===== config.mk =====
export PLATFORM = sky130hd
export DESIGN_NAME = sram_host
export DESIGN_NICKNAME = d
export VERILOG_FILES = /design/src/rtl/sram_host_pkg.sv /design/src/rtl/sram_pins_if.sv /design/src/rtl/sram_host.sv /design/src/rtl/sram_pin_stage.sv
export SDC_FILE = /design/constraint.sdc
export NUM_CORES = 1
export LEC_CHECK = 0
export ABC_AREA = 1
export BUFFER_PORTS_ARGS = -buffer_cell sky130_fd_sc_hd__buf_4
export CORE_MARGIN = 3
export CORE_UTILIZATION = 40
export CTS_BUF_LIST = sky130_fd_sc_hd__clkbuf_8
export CTS_CLUSTER_SIZE = 14
export DETAILED_ROUTE_END_ITERATION = 10
export HOLD_SLACK_MARGIN = 0.02
export PLACE_DENSITY = 0.67
export SLEW_MARGIN = 20
export SYNTH_ARGS = -nofsm -noshare
export SYNTH_HDL_FRONTEND = slang
export SYNTH_SLANG_ARGS = --single-unit

===== constraint.sdc =====
create_clock -name clock -period 4.5 [get_ports clock]
set_clock_uncertainty 0.1 [all_clocks]
set_input_delay 0.675 -clock clock [delete_from_list [all_inputs] [get_ports clock]]
set_output_delay 0.675 -clock clock [all_outputs]
set_load 0.03 [all_outputs]

===== src/rtl/sram_host_pkg.sv =====
// timing constants, speed-grade figures and host state encoding for the sram host
// assumes a 200 MHz clock; figures are in ns; sram_host converts only the cycle, access and float ones to cycles
package sram_host_pkg;
    localparam int clk_period_ns = 5;
    localparam int addr_width = 20;
    localparam int data_width = 16;

    // speed-grade figures, index 0 fast, 1 slow
    localparam int cycle_min_ns [2] = '{55, 70};
    localparam int addr_setup_ns [2] = '{40, 60};
    localparam int data_setup_ns [2] = '{25, 30};
    localparam int byte_setup_ns [2] = '{40, 60};
    localparam int access_max_ns [2] = '{55, 70};
    localparam int oe_access_ns [2] = '{25, 35};
    localparam int float_max_ns [2] = '{20, 25};

    // least times round up to whole cycles
    function automatic int ns_to_cyc_up(input int ns);
        int c;
        c = (ns + clk_period_ns - 1) / clk_period_ns;
        return (c < 1) ? 1 : c;
    endfunction

    localparam logic [0:0] grade_reset = 1'h0;

    typedef enum logic [2:0] {
        st_idle,
        st_write,
        st_read,
        st_float
    } host_state_t;
endpackage


===== src/rtl/sram_pins_if.sv =====
// pin-level carrier between the host sequencer and its pin register stage
// assumes one clock; the stage registers every level before it leaves the chip
interface sram_pins_if;
    import sram_host_pkg::*;
    logic [addr_width-1:0] addr;
    logic chip_select_n;
    logic chip_select_hi;
    logic write_n;
    logic output_en_n;
    logic upper_byte_sel_n;
    logic lower_byte_sel_n;
    logic [data_width-1:0] wdata;
    logic data_oe;
    logic [data_width-1:0] rdata;

    modport ctrl (
        output addr, chip_select_n, chip_select_hi, write_n, output_en_n,
        output upper_byte_sel_n, lower_byte_sel_n, wdata, data_oe,
        input rdata
    );
    modport pins (
        input addr, chip_select_n, chip_select_hi, write_n, output_en_n,
        input upper_byte_sel_n, lower_byte_sel_n, wdata, data_oe,
        output rdata
    );
endinterface


===== src/rtl/sram_host.sv =====
// host controller for an asynchronous 16-bit static ram
// assumes a 200 MHz clock; one request at a time over a valid/ready handshake
//
// Summary of operation
// RL1 - write spans strobe, selects and byte enables
// RL2 - setup measured from write-ending strobe edge
// RL3 - data stable a setup time before end
// RL4 - data held through the ending edge
// RL5 - address valid a setup time before end
// RL6 - address held stable past write end
// RL7 - byte enables held a setup before end
// RL8 - read data sampled after address access
// RL9 - old data held briefly after address
// RL10 - output-enable access time before sampling
// RL11 - data floats shortly after output disable
// RL12 - byte lane valid after byte enable
// RL13 - byte lane floats after byte disable
// RL14 - device floats data during write
// RL15 - deselect with strobe high stays floating
// RL16 - host never drives while device drives
// RL17 - write strobe high throughout reads
// RL18 - address valid before read enables assert; the host switches address and read enables on the same clock edge
// RL19 - each cycle lasts the minimum cycle
// RL20 - one speed-grade input picks all figures
// RL21 - lower enable lane 0-7, upper 8-15
// RL22 - deselected means device floats data
// RL23 - read needs select, output enable, strobe high
module sram_host
    import sram_host_pkg::*;
(
    input wire logic clock,
    input wire logic rst,
    input wire logic slow_grade,
    input wire logic req_valid,
    output logic req_ready,
    input wire logic req_write,
    input wire logic [addr_width-1:0] req_addr,
    input wire logic [data_width-1:0] req_wdata,
    input wire logic [1:0] req_byte_en,
    output logic rsp_valid,
    output logic [data_width-1:0] rsp_rdata,
    output logic [addr_width-1:0] sram_addr,
    output logic chip_select_n,
    output logic chip_select_hi,
    output logic write_n,
    output logic output_en_n,
    output logic upper_byte_sel_n,
    output logic lower_byte_sel_n,
    output logic [data_width-1:0] sram_data_out,
    output logic sram_data_oe,
    input wire logic [data_width-1:0] sram_data_in
);
    import sram_host_pkg::*;

    // cycle counts per grade; three more read cycles cover pin stage and input sync
    localparam int sync_lag = 3;
    localparam logic [4:0] wr_len [2] = '{
        5'(ns_to_cyc_up(cycle_min_ns[0])), 5'(ns_to_cyc_up(cycle_min_ns[1]))};
    localparam logic [4:0] rd_len [2] = '{
        5'(ns_to_cyc_up(access_max_ns[0]) + sync_lag),
        5'(ns_to_cyc_up(access_max_ns[1]) + sync_lag)};
    localparam logic [4:0] float_len [2] = '{
        5'(ns_to_cyc_up(float_max_ns[0])), 5'(ns_to_cyc_up(float_max_ns[1]))};

    sram_pins_if pif ();

    host_state_t state_q, state_d;
    logic [4:0] cnt_q, cnt_d;
    logic grade_q, grade_d;
    logic wr_q, wr_d;
    logic [addr_width-1:0] addr_q, addr_d;
    logic [data_width-1:0] wdata_q, wdata_d;
    logic [1:0] be_q, be_d;
    logic rsp_valid_q, rsp_valid_d;
    logic [data_width-1:0] rdata_q, rdata_d;

    // mask off lanes the request did not enable
    function automatic logic [data_width-1:0] lane_mask(input logic [1:0] be,
            input logic [data_width-1:0] d);
        // RL21 lane to enable
        return {be[1] ? d[15:8] : 8'h00, be[0] ? d[7:0] : 8'h00};
    endfunction

    // RL20 grade picks figures
    assign req_ready = (state_q == st_idle);

    always_comb begin
        state_d = state_q;
        cnt_d = cnt_q;
        grade_d = grade_q;
        wr_d = wr_q;
        addr_d = addr_q;
        wdata_d = wdata_q;
        be_d = be_q;
        rsp_valid_d = 1'b0;
        rdata_d = rdata_q;
        case (state_q)
            st_idle: begin
                grade_d = slow_grade;
                if (req_valid && req_byte_en != 2'h0) begin
                    // RL18 address latched with selects
                    addr_d = req_addr;
                    wdata_d = req_wdata;
                    be_d = req_byte_en;
                    wr_d = req_write;
                    cnt_d = 5'h00;
                    state_d = req_write ? st_write : st_read;
                end else if (req_valid) begin
                    rsp_valid_d = 1'b1;
                end
            end
            st_write: begin
                // RL19 full cycle length
                if (cnt_q == wr_len[grade_q] - 5'h01) begin
                    cnt_d = 5'h00;
                    rsp_valid_d = 1'b1;
                    state_d = st_float;
                end else begin
                    cnt_d = cnt_q + 5'h01;
                end
            end
            st_read: begin
                // RL8 wait full access
                if (cnt_q == rd_len[grade_q] - 5'h01) begin
                    // RL12 masked lanes
                    rdata_d = lane_mask(be_q, pif.rdata);
                    rsp_valid_d = 1'b1;
                    cnt_d = 5'h00;
                    state_d = st_float;
                end else begin
                    cnt_d = cnt_q + 5'h01;
                end
            end
            st_float: begin
                // RL11 float gap
                if (cnt_q == float_len[grade_q] - 5'h01) begin
                    cnt_d = 5'h00;
                    state_d = st_idle;
                end else begin
                    cnt_d = cnt_q + 5'h01;
                end
            end
            default: begin
                state_d = st_idle;
            end
        endcase
    end

    always_ff @(posedge clock or posedge rst) begin
        if (rst) begin
            state_q <= st_idle;
            cnt_q <= 5'h00;
            grade_q <= grade_reset;
            wr_q <= 1'b0;
            addr_q <= '0;
            wdata_q <= '0;
            be_q <= 2'h0;
            rsp_valid_q <= 1'b0;
            rdata_q <= '0;
        end else begin
            state_q <= state_d;
            cnt_q <= cnt_d;
            grade_q <= grade_d;
            wr_q <= wr_d;
            addr_q <= addr_d;
            wdata_q <= wdata_d;
            be_q <= be_d;
            rsp_valid_q <= rsp_valid_d;
            rdata_q <= rdata_d;
        end
    end

    assign rsp_valid = rsp_valid_q;
    assign rsp_rdata = rdata_q;

    // pin levels from the current state
    logic in_wr, strobe_on, in_rd;
    assign in_wr = (state_q == st_write);
    assign in_rd = (state_q == st_read);
    // RL1 strobe inside select window
    // RL2 strobe edge ends write
    assign strobe_on = in_wr && cnt_q != 5'h00 && cnt_q != wr_len[grade_q] - 5'h01;

    // RL5 address setup kept
    // RL6 address held past end
    assign pif.addr = addr_q;
    // RL22 deselect outside cycles
    assign pif.chip_select_n = !(in_wr || in_rd);
    assign pif.chip_select_hi = in_wr || in_rd;
    // RL17 strobe high on reads
    assign pif.write_n = !strobe_on;
    // RL23 read with output enable
    // RL14 output enable off on writes
    assign pif.output_en_n = !in_rd;
    // RL7 byte enables span cycle
    assign pif.upper_byte_sel_n = !((in_wr || in_rd) && be_q[1]);
    assign pif.lower_byte_sel_n = !((in_wr || in_rd) && be_q[0]);
    // RL3 data steady before end
    // RL4 data held at end
    assign pif.wdata = wdata_q;
    // RL16 drive only during write
    assign pif.data_oe = in_wr;

    sram_pin_stage u_stage (
        .clock(clock),
        .rst(rst),
        .p(pif.pins),
        .sram_addr(sram_addr),
        .chip_select_n(chip_select_n),
        .chip_select_hi(chip_select_hi),
        .write_n(write_n),
        .output_en_n(output_en_n),
        .upper_byte_sel_n(upper_byte_sel_n),
        .lower_byte_sel_n(lower_byte_sel_n),
        .sram_data_out(sram_data_out),
        .sram_data_oe(sram_data_oe),
        .sram_data_in(sram_data_in)
    );
endmodule // sram_host


===== src/rtl/sram_pin_stage.sv =====
// registers all outgoing pin levels and double-syncs the incoming data bus
// assumes the sequencer drives the ctrl modport on the same clock
module sram_pin_stage
    import sram_host_pkg::*;
(
    input wire logic clock,
    input wire logic rst,
    sram_pins_if.pins p,
    output logic [addr_width-1:0] sram_addr,
    output logic chip_select_n,
    output logic chip_select_hi,
    output logic write_n,
    output logic output_en_n,
    output logic upper_byte_sel_n,
    output logic lower_byte_sel_n,
    output logic [data_width-1:0] sram_data_out,
    output logic sram_data_oe,
    input wire logic [data_width-1:0] sram_data_in
);
    logic [data_width-1:0] sync1_q, sync2_q;

    always_ff @(posedge clock or posedge rst) begin
        if (rst) begin
            sram_addr <= '0;
            chip_select_n <= 1'b1;
            chip_select_hi <= 1'b0;
            write_n <= 1'b1;
            output_en_n <= 1'b1;
            upper_byte_sel_n <= 1'b1;
            lower_byte_sel_n <= 1'b1;
            sram_data_out <= '0;
            sram_data_oe <= 1'b0;
            sync1_q <= '0;
            sync2_q <= '0;
        end else begin
            sram_addr <= p.addr;
            chip_select_n <= p.chip_select_n;
            chip_select_hi <= p.chip_select_hi;
            write_n <= p.write_n;
            output_en_n <= p.output_en_n;
            upper_byte_sel_n <= p.upper_byte_sel_n;
            lower_byte_sel_n <= p.lower_byte_sel_n;
            sram_data_out <= p.wdata;
            sram_data_oe <= p.data_oe;
            sync1_q <= sram_data_in;
            sync2_q <= sync1_q;
        end
    end

    assign p.rdata = sync2_q;
endmodule // sram_pin_stage


==> results of run 1 <==
-- critical path: cells and delay by family, from the launching register on --
kind       cells  cell delay [ns]
fa+ha+maj      1             0.37
flops          1             0.41
buf+inv        2             0.37
-- cell usage after synthesis --
library cell | number | area (sq um)
a21boi_2 | 1 | 11.3
a21oi_1 | 4 | 20.0
a32o_1 | 1 | 10.0
buf_1 | 1 | 3.75
buf_2 | 10 | 50.1
buf_4 | 1 | 7.51
buf_6 | 2 | 22.5
clkbuf_1 | 3 | 11.3
dfrtp_1 | 133 | 3330
dfstp_2 | 5 | 131
ha_1 | 7 | 87.6
inv_1 | 10 | 37.5
inv_2 | 8 | 30.0
nand2_1 | 168 | 631
nand2_2 | 4 | 25.0
nand2_4 | 1 | 11.3
nand3_1 | 40 | 200
nand3_2 | 4 | 40.0
nand4_1 | 3 | 18.8
nor2_1 | 8 | 30.0
nor2_2 | 3 | 18.8
nor2_4 | 1 | 11.3
nor2_8 | 1 | 20.0
o21ai_0 | 1 | 5.00
o21ai_1 | 18 | 90.1
o22ai_1 | 1 | 6.26
or2_1 | 1 | 6.26
xor2_1 | 1 | 8.76
-- per-stage QoR --
stage	std cells	total power (W)	hold slack (ns)	area, sq um	util [%]
finish	720	0.00454	0.249	6240	53.5
global route	720	0.00484	0.206	6240	53.5
CTS	720	0.00459	0.216	6240	53.5
global placement	688	0.00362	0.236	5870	50.4
floorplan	441	0.00304	0.231	4870	-
detailed placement	688	0.00367	0.235	5870	50.4
-- power breakdown --
group / total (W) / switching [W] / leakage [nW] / internal [W]
combinational: 0.00171 / 0.00114 / 1.42 / 0.000578
sequential: 0.00193 / 0.000241 / 1.70 / 0.00168
clock: 0.000899 / 0.000438 / 0.199 / 0.000461
total: 0.00454 / 0.00182 / 3.32 / 0.00272
-- flip-flops by register name, indices dropped and copies added, names as in the netlist, 2 cells and up --
signal	count
addr_q	20
be_q	2
cnt_q	5
pif.wdata	16
rsp_rdata	16
state_q	2
u_stage.p.rdata	16
u_stage.sram_addr	20
u_stage.sram_data_out	16
u_stage.sync1_q	16
-- final cells by class --
type	count	area (sq um)
Sequential cell	138	3460
Multi-Input combinational cell	268	1250
Clock buffer	23	317
Timing Repair Buffer	121	908
Tap cell	143	179
Clock inverter	9	48.8
Inverter	18	75.1
Fill cell	1014	5420
-- path summary, 6_finish.rpt --
kind / cells after the start / end
min in group asynchronous: 2 / u_stage.sram_data_out[9]
setup reg to reg: 7 / addr_q[11]
setup / recovery: 3 / req_ready
hold / removal: 0 / u_stage.p.rdata[14]
max in group asynchronous: 3 / u_stage.p.rdata[1]
hold reg to reg: 0 / u_stage.p.rdata[14]
-- layer usage --
metal | up-vias | wire [um] | share of wire, % | GRT usage (%)
li1 | 1632 | - | - | -
met1 | 1665 | 4540 | 43 | 21.0
met2 | 111 | 5080 | 49 | 25.0
met3 | 9 | 722 | 6.9 | 6.79
met4 | 0 | 115 | 1.1 | 6.34
met5 | - | 0 | 0 | 0
-- cell families after synthesis --
group	share of synthesized area, %
AND/OR/NAND/NOR	20.8
flip-flops	71.0
buffers and inverters	3.34
AO/OA/AOI/OAI	2.93
adder cells (fa/ha/maj)	1.80
XOR/XNOR	0.180
==> results.md, run 1 <==
* Run status: completed
* Critical-path cell list: inv_1 -> ha_1 -> buf_4
* Routability cong. at 0.780
* Final Setup Violations at 0
* Clock Pin Slew Worst Setup and Hold Paths at 0.07 ns
* Commonest non-fill, non-tap cell in the layout: nand2_1
* Worst Path Max Fanout at 9
* Die ar. at 13500 sq um
* Final period util at 52.3%
* Crit. Startpoint: state_q[0]
* Least-Margin Pin Slew at 0.765 ns
* Starting DRC count in detailed routing at 218
* Synthesis-to-finish area growth at 28.1%
* Clock Path Buffers at 2
* HPWL after DPL at 7.14 mm
* Largest net degree at the start of global routing at 118
* Startpoint Class: register
* Final setup margin at 2.15 ns
* Fin Setup TNS at 0 ns
* Setup Buffers After CTS at 0
* Clock Latency Late Sink at 0.43 ns
* Crit end category: output port
* WS Path Type: reg2out
* R2R setup slack at 2.17 ns
* Critical Path AT at 1.58 ns
* Min-delay src: u_stage.sync1_q[14]
* Max VDD drop at 0.444 mV
* DR vias/cell at 4.75
* Register area share after synthesis at 71.0%
* Period minus WS final at 2.35 ns
* Min-Delay Path Class: reg2reg
* Number of buffers created by CTS at 17
* Cells after Synth at 441
* Cell area after synthesis at 4870 sq um
* Via count at 3417
* Wire length per cell at 14.5 um
* Clock net sink count at 138
* Drc violations at 0
* # hold bufs at CTS at 0
* Worst path max stage delay at 0.41 ns
* Worst reg2reg startpoint: state_q[0]
* H-tree levels at 4
* GRT Resource Usage Total at 16.4%
* Core area at 11700 sq um
* Max Cap Viol at 0
* IO Count at 120
* Final antenna-violating net count at 0
* Starting density of the core at 41.8%
* LEAKAGE at 3.32 nW
* Synth Register Bits at 138
* RSZ-0062 raised after global routing: no
* Clk root buf: clkbuf_8
* Most frequent cells in the layout: 168 x nand2_1, 133 x dfrtp_1, 121 x buf_4
* Layout cells sized above 1 at 31.0%
* Final Hold Viols at 0
* Die X at 116 um
* First-pass GRT wire length at 16.9 mm
* Vias in the first global route at 3463
* Slowest cell on crit path: dfrtp_1
* Core Rows at 39
* Antenna violations before repair at 0
* FMAX at 0.425 GHz
* Synth warn at 0
* Inserted Diodes at 0
* Post-layout net count at 630
* Post-CTS sizing at 0
* Max_slew headroom at 49.0%
* PortBufs at 119
* Post-synthesis average cell area at 11.1 sq um
* Dpl ws at 2.19 ns
* CTS tree: yes
* Cell variety after synth at 28
* PD cells at 727 nW/um^2
* First drt pass iteration count at 5
* Routed WL at 10.5 mm
* Die height at 116 um
* Critical path required time at 3.72 ns
* Remaining Overflow, GRT at 0
* Syn_nets at 507
* Max-slew violation count at 0
Power figures use the tool's default switching activity.
==> run 2: changes to the inputs <==
--- a/config.mk
+++ b/config.mk
@@ -13,7 +13,7 @@
 export CTS_CLUSTER_SIZE = 14
 export DETAILED_ROUTE_END_ITERATION = 10
 export HOLD_SLACK_MARGIN = 0.02
-export PLACE_DENSITY = 0.67
+export PLACE_DENSITY = 0.65
 export SLEW_MARGIN = 20
 export SYNTH_ARGS = -nofsm -noshare
 export SYNTH_HDL_FRONTEND = slang
==> constraint.sdc (replaced) <==
create_clock -name clock -period 2.4 [get_ports clock]
set_clock_uncertainty 0.1 [all_clocks]
set_input_delay 0.36 -clock clock [delete_from_list [all_inputs] [get_ports clock]]
set_output_delay 0.36 -clock clock [all_outputs]
set_load 0.03 [all_outputs]
==> run 2 against run 1 <==
  * Largest power group unchanged
  * Count of clock-buffer cells in the layout down 1
  * Sequential cell count is the same
  * Power up 93%
==> results.md, run 2 (synthesized netlist as in run 1, its figures left out) <==
* Clock Latency Late Sink at 0.43 ns (about the same)
* Max_slew headroom at 52.7% (+3.6 points)
* HPWL after DPL at 6.84 mm (-4.2%)
* FMAX at 0.491 GHz
* Vias in the first global route at 3601 (+4.0%)
* Placed cell area at 5890 sq um (+0.28%)
* Top Registers: addr_q x20, u_stage.sram_addr x20
* Final antenna-violating net count at 0 (unchanged)
* Clock Pin Slew Worst Setup and Hold Paths at 0.07 ns (about the same)
* DR vias/cell at 4.68 (-1.5%)
* Routability cong. at 0.826 (+5.9%)
* Final Setup Violations at 0 (unchanged)
* Die height at 116 um (unchanged)
* IO Count at 120 (unchanged)
* Design area at 6790 sq um (+8.8%)
* Clk root buf: clkbuf_8
* Critical Path AT at 1.58 ns (about the same)
* Remaining Overflow, GRT at 0 (unchanged)
* Most frequent cells in the layout: 168 x nand2_1, 133 x dfrtp_1, 120 x buf_4
* Core Rows at 39 (unchanged)
* Via count at 3596 (+5.2%)
* RSZ-0062 raised after global routing: no
* Largest net degree at the start of global routing at 139 (+18%)
* Starting density of the core at 41.8% (unchanged)
* Clock Path Buffers at 2 (unchanged)
* Max VDD drop at 0.623 mV (+40%)
* Wire length per cell at 13.8 um (-4.7%)
* PortBufs at 119 (unchanged)
* Post-layout net count at 680 (+7.9%)
* First-pass GRT wire length at 17.2 mm (+1.9%)
* Max Cap Viol at 0 (unchanged)
* Max-slew violation count at 0 (unchanged)
* Startpoint Class: register
* Synthesis-to-finish area growth at 39.3%
* Least-Margin Pin Slew at 0.710 ns (-0.0547 ns)
* Min-Delay Path Class: in2async
* Run status: completed
* Die X at 116 um (unchanged)
* Starting DRC count in detailed routing at 240 (+10%)
* Antenna violations before repair at 0 (unchanged)
* Fin Setup TNS at 0 ns (unchanged)
* Worst Path Max Fanout at 9 (unchanged)
* WS Path Type: reg2out
* H-tree levels at 4 (unchanged)
* Critical path required time at 1.94 ns (-1.78 ns)
* PD cells at 1290 nW/um^2 (+77%)
* Final Hold Viols at 0 (unchanged)
* Layout cells sized above 1 at 28.6% (-2.4 points)
* CTS tree: yes
* Final period util at 84.9%
* Number of buffers created by CTS at 17 (unchanged)
* LEAKAGE at 3.55 nW (+6.7%)
* Commonest non-fill, non-tap cell in the layout: nand2_1
* Drc violations at 0 (unchanged)
* Period minus WS final at 2.04 ns
* Crit end category: output port
* Clock net sink count at 138 (unchanged)
* Inserted Diodes at 0 (unchanged)
* GRT Resource Usage Total at 16.6% (+0.22 points)
* First drt pass iteration count at 4 (-1)
* Core area at 11700 sq um (unchanged)
* Post-CTS sizing at 0 (unchanged)
* Die ar. at 13500 sq um (unchanged)
* Routed WL at 10.7 mm (+1.8%)
## run 2: cell types whose count changed in the layout (fill, tap and decap cells not counted)
cell	delta
buf_12	+1
buf_4	-1
bufinv_16	+2
clkbuf_8	-1
dlygate4sd3_1	+50
inv_1	-1
inv_8	-1
nor2_2	-1
nor2_4	+1
## run 2: path summary, 6_finish.rpt
| check | to | startpoint | cells after the start | slack (ns) |
|---|---|---|---|---|
| min in group clock | addr_q[4] | req_addr[4] | 3 | 0.06 |
| max | req_ready | state_q[0] | 3 | 0.36 |
| min reg2reg | u_stage.p.rdata[7] | u_stage.sync1_q[7] | 0 | 0.24 |
| max reg2reg | rsp_valid | state_q[0] | 6 | 0.48 |
| max in group asynchronous | u_stage.sync1_q[6] | rst | 3 | 1.64 |
| min | u_stage.sram_data_out[8] | rst | 3 | 0.005 |
## run 2: timing repair
| item | 4_1_cts | 5_1_grt |
|---|---|---|
| buffers inserted | 0 | 0 |
| endpoints found under the hold margin | 50 | 0 |
| hold buffers | 50 | 0 |
## run 2: routing by layer
layer / vias to the layer above / share of wire, % / global-route usage, %
li1: 1745 / - / -
met5: - / 0 / 0
met4: 0 / 2.0 / 7.58
met1: 1716 / 42 / 20.5
met3: 20 / 5.2 / 5.60
met2: 115 / 51 / 26.6
## run 2: critical path, cell delays in order, from the launching register on
cell and delay, ns:
dfrtp_1 0.41, inv_1 0.13, ha_1 0.37, buf_4 0.23
## run 2: layout make-up
| type | count | area [sq um] |
|---|---|---|
| fillers | 956 | 4870 |
| flip-flops and latches | 138 | 3460 |
| repair buffers | 171 | 1420 |
| multi-input cells | 268 | 1260 |
| clock buffers | 22 | 303 |
| well taps | 143 | 179 |
| clock inverters | 9 | 97.6 |
| inverters | 18 | 71.3 |
## run 2: stage by stage
step	power (W)	hold slack [ns]	util (%)	setup slack, ns	instances
finish	0.00875	0.00481	58.2	0.362	769
floorplan	0.00570	0.231	-	0.223	441
detailed placement	0.00689	0.236	50.5	0.483	688
CTS	0.00885	0.0205	58.2	0.330	769
global placement	0.00683	0.231	50.5	0.550	688
global route	0.00930	0.0276	58.2	0.259	769
## run 2: power breakdown
group	total (W)	switching [W]	internal, W
clock	0.00186	0.000816	0.00104
sequential	0.00362	0.000460	0.00316
combinational	0.00327	0.00213	0.00114
total	0.00875	0.00341	0.00534
